--- src/inc/pif_pkg.sv ---
package pif_pkg;

  // ----------------------------------------------------------------
  // register word indexes (byte address = index * 4)
  // ----------------------------------------------------------------
  localparam int unsigned REG_W = 8;
  localparam logic [5:0] IDX_INTCTRL = 6'h00;
  localparam logic [5:0] IDX_ENABLE0 = 6'h01;
  localparam logic [5:0] IDX_FLAGS0 = 6'h09;
  localparam logic [5:0] IDX_OVR_STAT = 6'h11;
  localparam logic [5:0] IDX_OVR_MASK = 6'h12;
  localparam int unsigned NUM_FLAG_REGS = 8;

  // ----------------------------------------------------------------
  // field positions
  // ----------------------------------------------------------------
  localparam int unsigned GLOBAL_EN_BIT = 7;
  localparam int unsigned PERIPH_EN_BIT = 6;
  localparam int unsigned EDGE_SEL_BIT = 0;
  localparam int unsigned CCP_REG = 6;
  localparam int unsigned MISC_REG = 7;
  localparam int unsigned CCP1_BIT = 0;
  localparam int unsigned CCP2_BIT = 1;
  localparam int unsigned NVM_BIT = 5;
  localparam int unsigned NCO_BIT = 4;
  localparam int unsigned CWG_BIT = 0;

  // ----------------------------------------------------------------
  // implemented bits and reset values
  // ----------------------------------------------------------------
  localparam logic [7:0] INTCTRL_MASK = 8'hC1;
  localparam logic [7:0][7:0] IMPL_MASK = {
    8'h31, 8'h03, 8'hF1, 8'h03, 8'hFF, 8'h43, 8'hC1, 8'h31
  };
  localparam logic [7:0] RST_BYTE = 8'h00;
  localparam logic [31:0] RST_WORD = 32'h0000_0000;

  typedef enum logic [1:0] {CcpOff, CcpCapture, CcpCompare, CcpPwm}
    ccp_mode_t;

  typedef struct packed {
    logic captureEv;
    logic compareEv;
    logic pwmLevel;
  } ccp_ev_t;

  typedef struct packed {
    ccp_ev_t [1:0] unit;
    logic nvmDone;
    logic ncoRollover;
    logic cwgEvent;
    logic [5:0][7:0] otherSet;
  } events_t;

endpackage : pif_pkg

--- src/design/peripheral_interrupt_flags.sv ---
`timescale 1ns/1ns
module peripheral_interrupt_flags
  import pif_pkg::*;
(
  input wire logic mclk,
  input wire logic rst_n,
  input wire logic psel,
  input wire logic penable,
  input wire logic pwrite,
  input wire logic [11:0] paddr,
  input wire logic [31:0] pwdata,
  output logic [31:0] prdata,
  output logic pready,
  output logic pslverr,
  input wire ccp_mode_t [1:0] unitMode,
  input wire events_t events,
  output logic irqOut,
  output logic wakeOut
);

  // ----------------------------------------------------------------
  // state
  // ----------------------------------------------------------------
  logic [7:0] intCtrl_r;
  logic [7:0] intCtrl_nxt;
  logic [7:0] enable_r [NUM_FLAG_REGS];
  logic [7:0] enable_nxt [NUM_FLAG_REGS];
  logic [7:0] ovrStat_r;
  logic [7:0] ovrStat_nxt;
  logic [7:0] ovrMask_r;
  logic [7:0] ovrMask_nxt;
  logic [31:0] prdata_r;
  logic [31:0] prdata_nxt;
  logic pready_r;
  logic pready_nxt;
  logic pslverr_r;
  logic pslverr_nxt;
  logic irq_r;
  logic irq_nxt;
  logic wake_r;
  logic wake_nxt;

  logic [7:0] flags [NUM_FLAG_REGS];
  logic [7:0] hwSet [NUM_FLAG_REGS];
  logic [NUM_FLAG_REGS-1:0] flagWr;
  logic [NUM_FLAG_REGS-1:0] ovrHit;
  logic [1:0] ccpSet;
  logic [5:0] idx;
  logic mapped;
  logic accessDone;
  logic wrDone;
  logic pending;
  logic [7:0] rdByte;

  // ----------------------------------------------------------------
  // event sources
  // ----------------------------------------------------------------
  for (genvar u = 0; u < 2; u++)
  begin : g_ccp
    ccp_event u_ev (
      .mclk(mclk),
      .rst_n(rst_n),
      .mode(unitMode[u]),
      .ev(events.unit[u]),
      .setPulse(ccpSet[u])
    );
  end

  always_comb
  begin
    for (int i = 0; i < 6; i++)
      hwSet[i] = events.otherSet[i];
    hwSet[CCP_REG] = 8'h00;
    hwSet[CCP_REG][CCP1_BIT] = ccpSet[0];
    hwSet[CCP_REG][CCP2_BIT] = ccpSet[1];
    hwSet[MISC_REG] = 8'h00;
    hwSet[MISC_REG][NVM_BIT] = events.nvmDone;
    hwSet[MISC_REG][NCO_BIT] = events.ncoRollover;
    hwSet[MISC_REG][CWG_BIT] = events.cwgEvent;
  end

  // ----------------------------------------------------------------
  // request flag registers
  // ----------------------------------------------------------------
  for (genvar r = 0; r < NUM_FLAG_REGS; r++)
  begin : g_flags
    req_flags #(
      .WIDTH(REG_W),
      .MASK(IMPL_MASK[r])
    ) u_flags (
      .mclk(mclk),
      .rst_n(rst_n),
      .wrEn(flagWr[r]),
      .wrData(pwdata[7:0]),
      .hwSet(hwSet[r]),
      .flags(flags[r]),
      .overrun(ovrHit[r])
    );
  end

  // ----------------------------------------------------------------
  // bus decode
  // ----------------------------------------------------------------
  // one wait state: the answer is registered so every bus output
  // comes from a flip-flop
  assign idx = paddr[7:2];
  assign mapped = (paddr[11:8] == 4'h0) && (paddr[1:0] == 2'b00)
    && (idx <= IDX_OVR_MASK);
  assign accessDone = psel & penable & pready_r;
  assign wrDone = accessDone & pwrite & mapped;

  always_comb
  begin
    for (int r = 0; r < NUM_FLAG_REGS; r++)
      flagWr[r] = wrDone && (idx == IDX_FLAGS0 + 6'(r));
  end

  always_comb
  begin
    rdByte = 8'h00;
    if (idx == IDX_INTCTRL)
      rdByte = intCtrl_r;
    else if (idx == IDX_OVR_STAT)
      rdByte = ovrStat_r;
    else if (idx == IDX_OVR_MASK)
      rdByte = ovrMask_r;
    else if (idx >= IDX_FLAGS0 && idx < IDX_FLAGS0 + 6'(NUM_FLAG_REGS))
      rdByte = flags[3'(idx - IDX_FLAGS0)];
    else if (idx >= IDX_ENABLE0 && idx < IDX_FLAGS0)
      rdByte = enable_r[3'(idx - IDX_ENABLE0)];
  end

  // ----------------------------------------------------------------
  // control, enable and overrun registers
  // ----------------------------------------------------------------
  always_comb
  begin
    intCtrl_nxt = intCtrl_r;
    ovrMask_nxt = ovrMask_r;
    for (int r = 0; r < NUM_FLAG_REGS; r++)
    begin
      enable_nxt[r] = enable_r[r];
      if (wrDone && idx == IDX_ENABLE0 + 6'(r))
        enable_nxt[r] = pwdata[7:0] & IMPL_MASK[r];
    end
    if (wrDone && idx == IDX_INTCTRL)
      intCtrl_nxt = pwdata[7:0] & INTCTRL_MASK;
    if (wrDone && idx == IDX_OVR_MASK)
      ovrMask_nxt = pwdata[7:0];
    // write one to clear; a new overrun in the same cycle stays set
    ovrStat_nxt = ovrStat_r;
    if (wrDone && idx == IDX_OVR_STAT)
      ovrStat_nxt = ovrStat_r & ~pwdata[7:0];
    ovrStat_nxt = ovrStat_nxt | ovrHit;
  end

  // ----------------------------------------------------------------
  // request and wake outputs
  // ----------------------------------------------------------------
  always_comb
  begin
    pending = 1'b0;
    for (int r = 0; r < NUM_FLAG_REGS; r++)
      pending = pending | (|(flags[r] & enable_r[r]));
    irq_nxt = (intCtrl_r[GLOBAL_EN_BIT] & pending)
      | (|(ovrStat_r & ovrMask_r));
    wake_nxt = pending;
  end

  always_comb
  begin
    pready_nxt = psel & penable & ~pready_r;
    pslverr_nxt = pready_nxt & ~mapped;
    prdata_nxt = RST_WORD;
    if (pready_nxt && !pwrite && mapped)
      prdata_nxt = {24'h00_0000, rdByte};
  end

  always_ff @(posedge mclk)
  begin
    if (!rst_n)
    begin
      intCtrl_r <= RST_BYTE;
      for (int r = 0; r < NUM_FLAG_REGS; r++)
        enable_r[r] <= RST_BYTE;
      ovrStat_r <= RST_BYTE;
      ovrMask_r <= RST_BYTE;
      prdata_r <= RST_WORD;
      pready_r <= 1'b0;
      pslverr_r <= 1'b0;
      irq_r <= 1'b0;
      wake_r <= 1'b0;
    end
    else
    begin
      intCtrl_r <= intCtrl_nxt;
      for (int r = 0; r < NUM_FLAG_REGS; r++)
        enable_r[r] <= enable_nxt[r];
      ovrStat_r <= ovrStat_nxt;
      ovrMask_r <= ovrMask_nxt;
      prdata_r <= prdata_nxt;
      pready_r <= pready_nxt;
      pslverr_r <= pslverr_nxt;
      irq_r <= irq_nxt;
      wake_r <= wake_nxt;
    end
  end

  assign prdata = prdata_r;
  assign pready = pready_r;
  assign pslverr = pslverr_r;
  assign irqOut = irq_r;
  assign wakeOut = wake_r;

  // ----------------------------------------------------------------
  // checks
  // ----------------------------------------------------------------
  a_capture_sets: assert property (
    @(posedge mclk) disable iff (!rst_n)
    (unitMode[0] == CcpCapture && events.unit[0].captureEv)
      |=> flags[CCP_REG][CCP1_BIT])
    else $error("capture did not set unit flag");

  a_capture_quiet: assert property (
    @(posedge mclk) disable iff (!rst_n)
    (unitMode[1] == CcpCapture && !events.unit[1].captureEv
      && !flags[CCP_REG][CCP2_BIT] && !flagWr[CCP_REG])
      |=> !flags[CCP_REG][CCP2_BIT])
    else $error("unit flag set with no capture");

  a_compare_sets: assert property (
    @(posedge mclk) disable iff (!rst_n)
    (unitMode[1] == CcpCompare && events.unit[1].compareEv)
      |=> flags[CCP_REG][CCP2_BIT])
    else $error("compare match did not set unit flag");

  a_nvm_sets: assert property (
    @(posedge mclk) disable iff (!rst_n)
    events.nvmDone |=> flags[MISC_REG][NVM_BIT])
    else $error("memory done did not set bit five");

  a_osc_sets: assert property (
    @(posedge mclk) disable iff (!rst_n)
    events.ncoRollover |=> flags[MISC_REG][NCO_BIT])
    else $error("rollover did not set bit four");

  a_cwg_sets: assert property (
    @(posedge mclk) disable iff (!rst_n)
    events.cwgEvent ##1 !flagWr[MISC_REG][*2]
      |-> flags[MISC_REG][CWG_BIT])
    else $error("waveform flag not set and held");

  a_set_no_enable: assert property (
    @(posedge mclk) disable iff (!rst_n)
    (events.nvmDone && !intCtrl_r[GLOBAL_EN_BIT]
      && !enable_r[MISC_REG][NVM_BIT]) |=> flags[MISC_REG][NVM_BIT])
    else $error("flag needed its enable to set");

  a_reset_clear: assert property (
    @(posedge mclk)
    !rst_n |=> (flags[CCP_REG] == 8'h00 && flags[MISC_REG] == 8'h00
      && !irqOut && !wakeOut))
    else $error("flags not zero after reset");

  a_irq_gate: assert property (
    @(posedge mclk) disable iff (!rst_n)
    (!intCtrl_r[GLOBAL_EN_BIT] && (ovrStat_r & ovrMask_r) == 8'h00)
      |=> !irqOut)
    else $error("request raised with global enable off");

  a_wake_any: assert property (
    @(posedge mclk) disable iff (!rst_n)
    (flags[MISC_REG][NVM_BIT] && enable_r[MISC_REG][NVM_BIT])
      |=> wakeOut)
    else $error("enabled flag did not wake");

  a_bus_answer: assert property (
    @(posedge mclk) disable iff (!rst_n)
    (psel && penable && !pready) |=> pready)
    else $error("bus answer late");

  a_pwm_sets: assert property (
    @(posedge mclk) disable iff (!rst_n)
    (unitMode[0] == CcpPwm) ##1 (unitMode[0] == CcpPwm
      && $fell(events.unit[0].pwmLevel)) |=> flags[CCP_REG][CCP1_BIT])
    else $error("pwm trailing edge did not set unit flag");

  a_off_quiet: assert property (
    @(posedge mclk) disable iff (!rst_n)
    (unitMode[0] == CcpOff && !flags[CCP_REG][CCP1_BIT]
      && !flagWr[CCP_REG]) |=> !flags[CCP_REG][CCP1_BIT])
    else $error("unit flag set while unit is off");

  a_irq_raise: assert property (
    @(posedge mclk) disable iff (!rst_n)
    (intCtrl_r[GLOBAL_EN_BIT] && flags[MISC_REG][NVM_BIT]
      && enable_r[MISC_REG][NVM_BIT]) |=> irqOut)
    else $error("enabled request did not reach the core");

  a_wake_no_global: assert property (
    @(posedge mclk) disable iff (!rst_n)
    (!intCtrl_r[GLOBAL_EN_BIT] && flags[MISC_REG][NVM_BIT]
      && enable_r[MISC_REG][NVM_BIT]) |=> wakeOut)
    else $error("wake needed the global enable");

  a_pready_pulse: assert property (
    @(posedge mclk) disable iff (!rst_n)
    pready |=> !pready)
    else $error("bus answer stood longer than one cycle");

  a_unmapped_err: assert property (
    @(posedge mclk) disable iff (!rst_n)
    (pready && !mapped) |-> (pslverr && prdata == 32'h0000_0000))
    else $error("unmapped access not refused");

  c_capture: cover property (
    @(posedge mclk) disable iff (!rst_n)
    unitMode[0] == CcpCapture && events.unit[0].captureEv);

  c_irq_rise: cover property (
    @(posedge mclk) disable iff (!rst_n) $rose(irqOut));

  c_flag_clear: cover property (
    @(posedge mclk) disable iff (!rst_n)
    flagWr[MISC_REG] ##1 flags[MISC_REG] == 8'h00);

  c_set_on_clear: cover property (
    @(posedge mclk) disable iff (!rst_n)
    flagWr[MISC_REG] && events.nvmDone);

endmodule : peripheral_interrupt_flags

--- src/design/ccp_event.sv ---
`timescale 1ns/1ns
module ccp_event
  import pif_pkg::*;
(
  input wire logic mclk,
  input wire logic rst_n,
  input wire ccp_mode_t mode,
  input wire ccp_ev_t ev,
  output logic setPulse
);

  logic pwmPrev_r;
  logic pwmPrev_nxt;

  always_comb
  begin
    pwmPrev_nxt = ev.pwmLevel;
    unique case (mode)
      CcpCapture: setPulse = ev.captureEv;
      CcpCompare: setPulse = ev.compareEv;
      CcpPwm: setPulse = pwmPrev_r & ~ev.pwmLevel;
      CcpOff: setPulse = 1'b0;
    endcase
  end

  always_ff @(posedge mclk)
  begin
    if (!rst_n)
      pwmPrev_r <= 1'b0;
    else
      pwmPrev_r <= pwmPrev_nxt;
  end

  a_pwm_trailing: assert property (
    @(posedge mclk) disable iff (!rst_n)
    (mode == CcpPwm) ##1 (mode == CcpPwm && $fell(ev.pwmLevel))
      |-> setPulse)
    else $error("pwm trailing edge gave no set");

endmodule : ccp_event

--- src/design/req_flags.sv ---
`timescale 1ns/1ns
module req_flags
  import pif_pkg::*;
#(
  parameter int unsigned WIDTH = REG_W,
  parameter logic [WIDTH-1:0] MASK = '1
)
(
  input wire logic mclk,
  input wire logic rst_n,
  input wire logic wrEn,
  input wire logic [WIDTH-1:0] wrData,
  input wire logic [WIDTH-1:0] hwSet,
  output logic [WIDTH-1:0] flags,
  output logic overrun
);

  if (WIDTH < 1 || WIDTH > 32)
    $error("req_flags: WIDTH must be 1 to 32");

  logic [WIDTH-1:0] flags_r;
  logic [WIDTH-1:0] flags_nxt;

  // hardware set is or-ed after the write so a set in the clearing
  // cycle is never lost
  always_comb
  begin
    flags_nxt = wrEn ? wrData : flags_r;
    flags_nxt = (flags_nxt | hwSet) & MASK;
  end

  always_ff @(posedge mclk)
  begin
    if (!rst_n)
      flags_r <= '0;
    else
      flags_r <= flags_nxt;
  end

  assign flags = flags_r;
  assign overrun = |(hwSet & flags_r & MASK);

  a_unimpl_zero: assert property (
    @(posedge mclk) disable iff (!rst_n)
    (flags_r & ~MASK) == '0)
    else $error("unimplemented flag bit reads one");

  a_set_wins: assert property (
    @(posedge mclk) disable iff (!rst_n)
    wrEn |=> ((flags_r & MASK) ==
      (($past(wrData) | $past(hwSet)) & MASK)))
    else $error("write or set lost in flag register");

  a_flag_holds: assert property (
    @(posedge mclk) disable iff (!rst_n)
    !wrEn |=> ((flags_r & $past(flags_r)) == $past(flags_r)))
    else $error("flag cleared without a write");

endmodule : req_flags

--- config.mk ---
export PLATFORM = sky130hd
export DESIGN_NAME = peripheral_interrupt_flags
export DESIGN_NICKNAME = d
export VERILOG_FILES = /design/src/inc/pif_pkg.sv /design/src/design/peripheral_interrupt_flags.sv /design/src/design/ccp_event.sv /design/src/design/req_flags.sv
export SDC_FILE = /design/constraint.sdc
export NUM_CORES = 1
export LEC_CHECK = 0
export BUFFER_PORTS_ARGS = -buffer_cell sky130_fd_sc_hd__buf_2
export CAP_MARGIN = 10
export CORE_MARGIN = 2
export CORE_UTILIZATION = 50
export CTS_BUF_LIST = sky130_fd_sc_hd__clkbuf_8
export DETAILED_ROUTE_END_ITERATION = 10
export PLACE_DENSITY_LB_ADDON = 0.08
export SLEW_MARGIN = 20
export SYNTH_ARGS = -nofsm -noshare
export SYNTH_HDL_FRONTEND = slang
export SYNTH_SLANG_ARGS = --single-unit
export TNS_END_PERCENT = 30
--- constraint.sdc ---
create_clock -name mclk -period 3.7 [get_ports mclk]
set_input_delay 0.37 -clock mclk [delete_from_list [all_inputs] [get_ports mclk]]
set_output_delay 0.37 -clock mclk [all_outputs]
set_load 0.01 [all_outputs]
==> results.ini, run 1 <==
[status]
status = finished, final reports clean

[worst_setup_path]
worstPathRequired_ns = 4.00
critical_path_class = flop to flop
startpoint_type = flop
cp_max_fo = 10
reg2reg_depth = 5
arrival_ns = 2.58
cp-end-kind = flop

[sta]
setup_tns_ns = 0
rsz0062_at_grt = no
slew_headroom_pct = 36.31
finClkSkew_ns = 0.01340
worst_slew_pin_slew_ns = 0.9553
post-route-period-util_pct = 61.72
period_needed_ns = 2.284
finalMaxSlewViolations = 0
hold_violations = 0
max_freq_ghz = 0.4379
setup_viol = 0

[logic_synthesis]
synth-seq-area-share_pct = 36.47
avgSynthCellArea_sq_um = 8.967
synth_fa_ha_area_share_pct = 1.002
synth_top_area_share_pct = 36.47
synth_top_family_by_area = multiplexers
muxShareOfSynthArea_pct = 18.46
synth_cell_type_count = 56
synth_compound_area_share_pct = 16.91
yosys.area_share.simple_pct = 17.51
synth_edf_count = 0
synth-main-ff-cell = dfxtp_1
synth-seq-cells = 91
synthTopCellsByArea = dfxtp_1 36%, mux2i_1 15%, nor2_1 4.3%, a21oi_1 3.9%, buf_4 3.9%
synth_common_cells = 91 x dfxtp_1, 75 x mux2i_1, 57 x nor2_1
netlist_area_sq_mm = 0.004995
syn_inst = 557
async_reset_ff_share_pct = 0
yosys_warnings = 0
synth_top_area_cell = dfxtp_1
yosysMostFrequentCell = dfxtp_1
synth-xor-area-share_pct = 0.6513

[die]
initial_utilization_pct = 51.34
dieArea_sq_mm = 0.01080
die_h_um = 103.9
core_area_sq_mm = 0.009729
num_io_pins = 146
die_w_um = 103.9
rows = 36

[clock_network]
post_cts_buffers = 0
clk_pin_slew_ns = 0.09
ctsResizeCount = 0
clock_sinks = 91
htreeDepth = 3
cts_root_buffer = clkbuf_8
ctsHoldBuffers = 0
cts_buffers = 9
max-clock-path-buffers = 2
clkLatencyLatePin_ns = 0.36
cts_tree = yes

[hold_path]
min_path_cells = 2
hp-class = primary input to flop

[finish]
diodes = 0
syn_to_final_growth_pct = 11.40
drive_above_1_share_pct = 19.84
final_cells = 758
final_nets = 734

[pwr]
p_leak_nw = 2.710
powerDensity_mw_per_mm2 = 358.3
total_power_w = 0.001994
ir_worst_vdd_mv = 0.1906

[routing]
drt_first_pass_iters = 6
via_count = 4412
routed_wirelength_um = 14320
wl_per_cell_um = 18.89
postRouteAntennaNets = 0
drtIter0Drc = 287
vias_per_cell = 5.821
drc = 0

[placed_design]
portBuffers = 73
gp_congestion = 0.9342
dpl.hpwl_um = 10810
dpl.cell_count = 742

[run]
max-cap-violations = 0

[global_route]
grt_pass1_wl_um = 22840
grt-ovfl-total = 0
antenna_found_initial = 0
grt_use_total_pct = 27.18
grt_max_degree = 68
grt_pass1_vias = 4211

==> metrics by stage <==
step	hold slack [ns]	util [%]	worst slack, ns	cell area [sq um]
after global routing	0.2115	57.19	1.244	5564
after global placement	0.4648	55.20	1.150	5370
after detailed placement	0.4720	55.20	1.125	5370
final	0.2169	57.19	1.416	5564
after CTS	0.2042	57.18	1.434	5563
after floorplan	0.4450	-	1.192	5081
==> path summary, 6_finish.rpt <==
kind | startpoint | end | slack [ns]
setup / recovery | pready | enable_r[2][6] | 1.42
hold / removal | events[54] | g_ccp[1].u_ev.pwmPrev_r | 0.22
setup reg to reg | pready | enable_r[2][6] | 1.42
hold reg to reg | enable_r[0][0] | enable_r[0][0] | 0.49
==> metal layers <==
layer	track usage [%]	wire length [um]
met2	42.48	6421
met1	36.63	6374
met4	10.23	393
met3	6.266	1130
met5	0	0
==> placed cells by master, fill, tap and decap left out, types with 3 or more instances in the layout <==
cell type	count
dfxtp_1	91
mux2i_1	75
buf_2	73
nor2_1	57
a21oi_1	39
inv_1	38
nand2_1	32
conb_1	24
a22oi_1	19
o21ai_0	17
nand4_1	15
nand2b_1	10
a22o_1	9
clkbuf_8	9
buf_4	8
nor3_1	7
nand3_1	7
nand4_2	6
a222oi_1	6
mux2_2	6
a211oi_1	5
a31oi_1	5
a221oi_1	5
nand3b_1	4
or3_1	4
mux4_2	4
ha_1	4
nor2b_1	3
or3b_1	3
and2_1	3
a311oi_1	3
==> critical path: stages (launching register included) <==
cell and delay [ns]:
dfxtp_1 0.35, nand4_1 0.15, nor4_4 0.52, nand4_2 0.37, nor2_1 0.57, mux2i_1 0.25
==> power breakdown <==
group          switching (W)  leakage, nW  internal [W]
clock network       0.000362        0.106      0.000311
logic               0.000160         1.86      0.000106
registers          0.0000410        0.745       0.00101
==> kinds of logic after synthesis <==
family / count (synthesis)
compound gates: 123
other cells: 1
mux: 86
xor+xnor: 2
flops: 91
buf+inv: 90
fa+ha+maj: 4
simple gates: 160
==> sequential cells by signal (all words and copies together) (netlist names), 2 cells and up <==
| name | flops |
|---|---|
| intCtrl_r | 3 |
| ovrStat_r | 8 |
| g_ccp.u_ev.pwmPrev_r | 2 |
| ovrMask_r | 8 |
| prdata | 8 |
| enable_r | 29 |
| g_flags.u_flags.flags | 29 |
==> cell type report <==
type                            count  area [sq um]
Clock buffer                        9         123.9
Clock inverter                      7         68.82
Fill cell                         931          4165
Inverter                           38         143.9
Multi-Input combinational cell    399          2814
Sequential cell                    91          1822
Tap cell                          133         166.4
Timing Repair Buffer               81         425.4
Note: power is estimated with default switching activity, not from simulation.
==> inputs of run 2 (changes only) <==
--- a/config.mk
+++ b/config.mk
@@ -8,7 +8,7 @@
 export BUFFER_PORTS_ARGS = -buffer_cell sky130_fd_sc_hd__buf_2
 export CAP_MARGIN = 10
 export CORE_MARGIN = 2
-export CORE_UTILIZATION = 50
+export CORE_UTILIZATION = 49
 export CTS_BUF_LIST = sky130_fd_sc_hd__clkbuf_8
 export DETAILED_ROUTE_END_ITERATION = 10
 export PLACE_DENSITY_LB_ADDON = 0.08
==> constraint.sdc (replaced) <==
create_clock -name mclk -period 2.05 [get_ports mclk]
set_input_delay 0.205 -clock mclk [delete_from_list [all_inputs] [get_ports mclk]]
set_output_delay 0.205 -clock mclk [all_outputs]
set_load 0.01 [all_outputs]
==> results.ini, run 2 (same netlist as run 1, synthesis figures left out) <==
[sta]
slew_headroom_pct = 48.56  ; was 36.31%
hold_violations = 0  ; unchanged
setup_viol = 0  ; unchanged
worst_slew_pin_slew_ns = 0.7716  ; was 0.9553 ns
post-route-period-util_pct = 89.15  ; was 61.72%
finClkSkew_ns = 0.009637  ; was 0.01340 ns
finalMaxSlewViolations = 0  ; unchanged
max_freq_ghz = 0.5472  ; was 0.4379 GHz
period_needed_ns = 1.828  ; was 2.284 ns
rsz0062_at_grt = no  ; unchanged

[clock_network]
htreeDepth = 3  ; unchanged
clock_sinks = 91  ; unchanged
ctsResizeCount = 0  ; unchanged
max-clock-path-buffers = 2  ; unchanged
post_cts_buffers = 0  ; unchanged
clk_pin_slew_ns = 0.09  ; about the same
cts_tree = yes  ; unchanged
ctsHoldBuffers = 0  ; unchanged
clkLatencyLatePin_ns = 0.37  ; was 0.36 ns
cts_buffers = 9  ; unchanged
cts_root_buffer = clkbuf_8  ; unchanged

[die]
die_w_um = 105.0  ; was 103.9 um
num_io_pins = 146  ; unchanged
core_area_sq_mm = 0.009819  ; was 0.009729 sq mm
dieArea_sq_mm = 0.01102  ; was 0.01080 sq mm
initial_utilization_pct = 50.87  ; was 51.34%
die_h_um = 105.0  ; was 103.9 um
rows = 36  ; unchanged

[pwr]
p_leak_nw = 2.855  ; was 2.710 nW
total_power_w = 0.003809  ; was 0.001994 W
powerDensity_mw_per_mm2 = 652.2  ; was 358.3 mW/mm^2
ir_worst_vdd_mv = 0.4313  ; was 0.1906 mV

[worst_setup_path]
cpPeakStageDelay_ns = 0.35  ; was 0.57 ns
cp-end-kind = flop  ; unchanged
arrival_ns = 2.13  ; was 2.58 ns
crit_chain = nand4_1 > nor4_4 > buf_12 > nand4_2 > nor2_1 > mux2i_1  ; was nand4_1 > nor4_4 > nand4_2 > nor2_1 > mux2i_1
critPathSlowestCell = dfxtp_1  ; was nor2_1
worstPathRequired_ns = 2.35  ; was 4.00 ns
cp_max_fo = 15  ; was 10
critical_path_class = flop to flop  ; unchanged
startpoint_type = flop  ; unchanged

[placed_design]
dpl.hpwl_um = 11080  ; was 10810 um
gp_congestion = 0.8779  ; was 0.9342
placed_cell_area_sq_mm = 0.005623  ; was 0.005370 sq mm
portBuffers = 73  ; unchanged

[finish]
drive_above_1_share_pct = 23.23  ; was 19.84%
layout_common_cells = 91 x dfxtp_1, 75 x mux2i_1, 73 x buf_2  ; unchanged
syn_to_final_growth_pct = 16.93  ; was 11.40%
final_nets = 759  ; was 734
design_area_sq_mm = 0.005841  ; was 0.005564 sq mm
layout_commonest_cell = dfxtp_1  ; unchanged
diodes = 0  ; unchanged

[hold_path]
hp-class = primary input to flop  ; unchanged

[global_route]
grt_pass1_wl_um = 23890  ; was 22840 um
grt_max_degree = 68  ; unchanged
antenna_found_initial = 0  ; unchanged
grt-ovfl-total = 0  ; unchanged
grt_use_total_pct = 28.18  ; was 27.18%
grt_pass1_vias = 4332  ; was 4211

[run]
max-cap-violations = 0  ; unchanged

[routing]
wl_per_cell_um = 19.10  ; was 18.89 um
routed_wirelength_um = 14960  ; was 14320 um
drt_first_pass_iters = 5  ; was 6
drc = 0  ; unchanged
postRouteAntennaNets = 0  ; unchanged
via_count = 4495  ; was 4412
vias_per_cell = 5.741  ; was 5.821
drtIter0Drc = 389  ; was 287

[status]
status = finished, final reports clean  ; unchanged

==> run 2: cell types whose count changed in the layout (fill, tap and decap cells not counted), moves of 2 or more <==
cell        delta
clkinv_4       -2
clkinvlp_4     +2
buf_4         +21
buf_12         +4
==> run 2: worst max-delay path, delay by kind of cell (launching register included) <==
| kind | cells | cell delay (ns) |
|---|---|---|
| buf+inv | 1 | 0.19 |
| flops | 1 | 0.35 |
| mux | 1 | 0.22 |
| simple gates | 4 | 0.98 |
==> run 2: per-stage QoR <==
step           hold slack (ns)  util [%]  worst slack, ns  setup TNS (ns)  cells
3_3_place_gp            0.4176     57.26          -0.1013          -1.388    767
2_1_floorplan           0.3267         -          0.01857               0    580
3_5_place_dp            0.4259     57.26          -0.1273          -2.165    767
4_1_cts                0.03851     59.48           0.2390               0    783
5_1_grt                0.05806     59.48          0.06290               0    783
6_report               0.04503     59.48           0.2225               0    783
==> run 2: final timing paths <==
check	from	to	slack, ns	depth (start not counted)
worst min register to register	enable_r[1][6]	enable_r[1][6]	0.48	2
worst max register to register	pready	enable_r[0][5]	0.22	6
worst min-delay path	events[51]	g_ccp[0].u_ev.pwmPrev_r	0.05	2
worst max-delay path	pready	enable_r[0][5]	0.22	6
==> run 2: cell type report <==
cell class	instances	area, sq um
Multi-Input combinational cell	399	2828
Clock inverter	7	93.84
Tap cell	133	166.4
Sequential cell	91	1822
Clock buffer	9	123.9
Inverter	38	143.9
Timing Repair Buffer	106	663.1
Fill cell	898	3979
==> run 2: where the power goes <==
group	total, W	internal (W)	switching (W)
Combinational	0.000537	0.000231	0.000306
Clock	0.00137	0.000687	0.000685
Sequential	0.00190	0.00183	0.0000735
==> run 2: layer usage <==
metal / share of wire [%] / track usage [%] / up-vias
met5: 0 / 0 / -
met2: 47 / 45.55 / 196
li1: - / - / 2139
met4: 1.6 / 9.238 / 0
met1: 45 / 38.69 / 2142
met3: 6.5 / 3.993 / 18
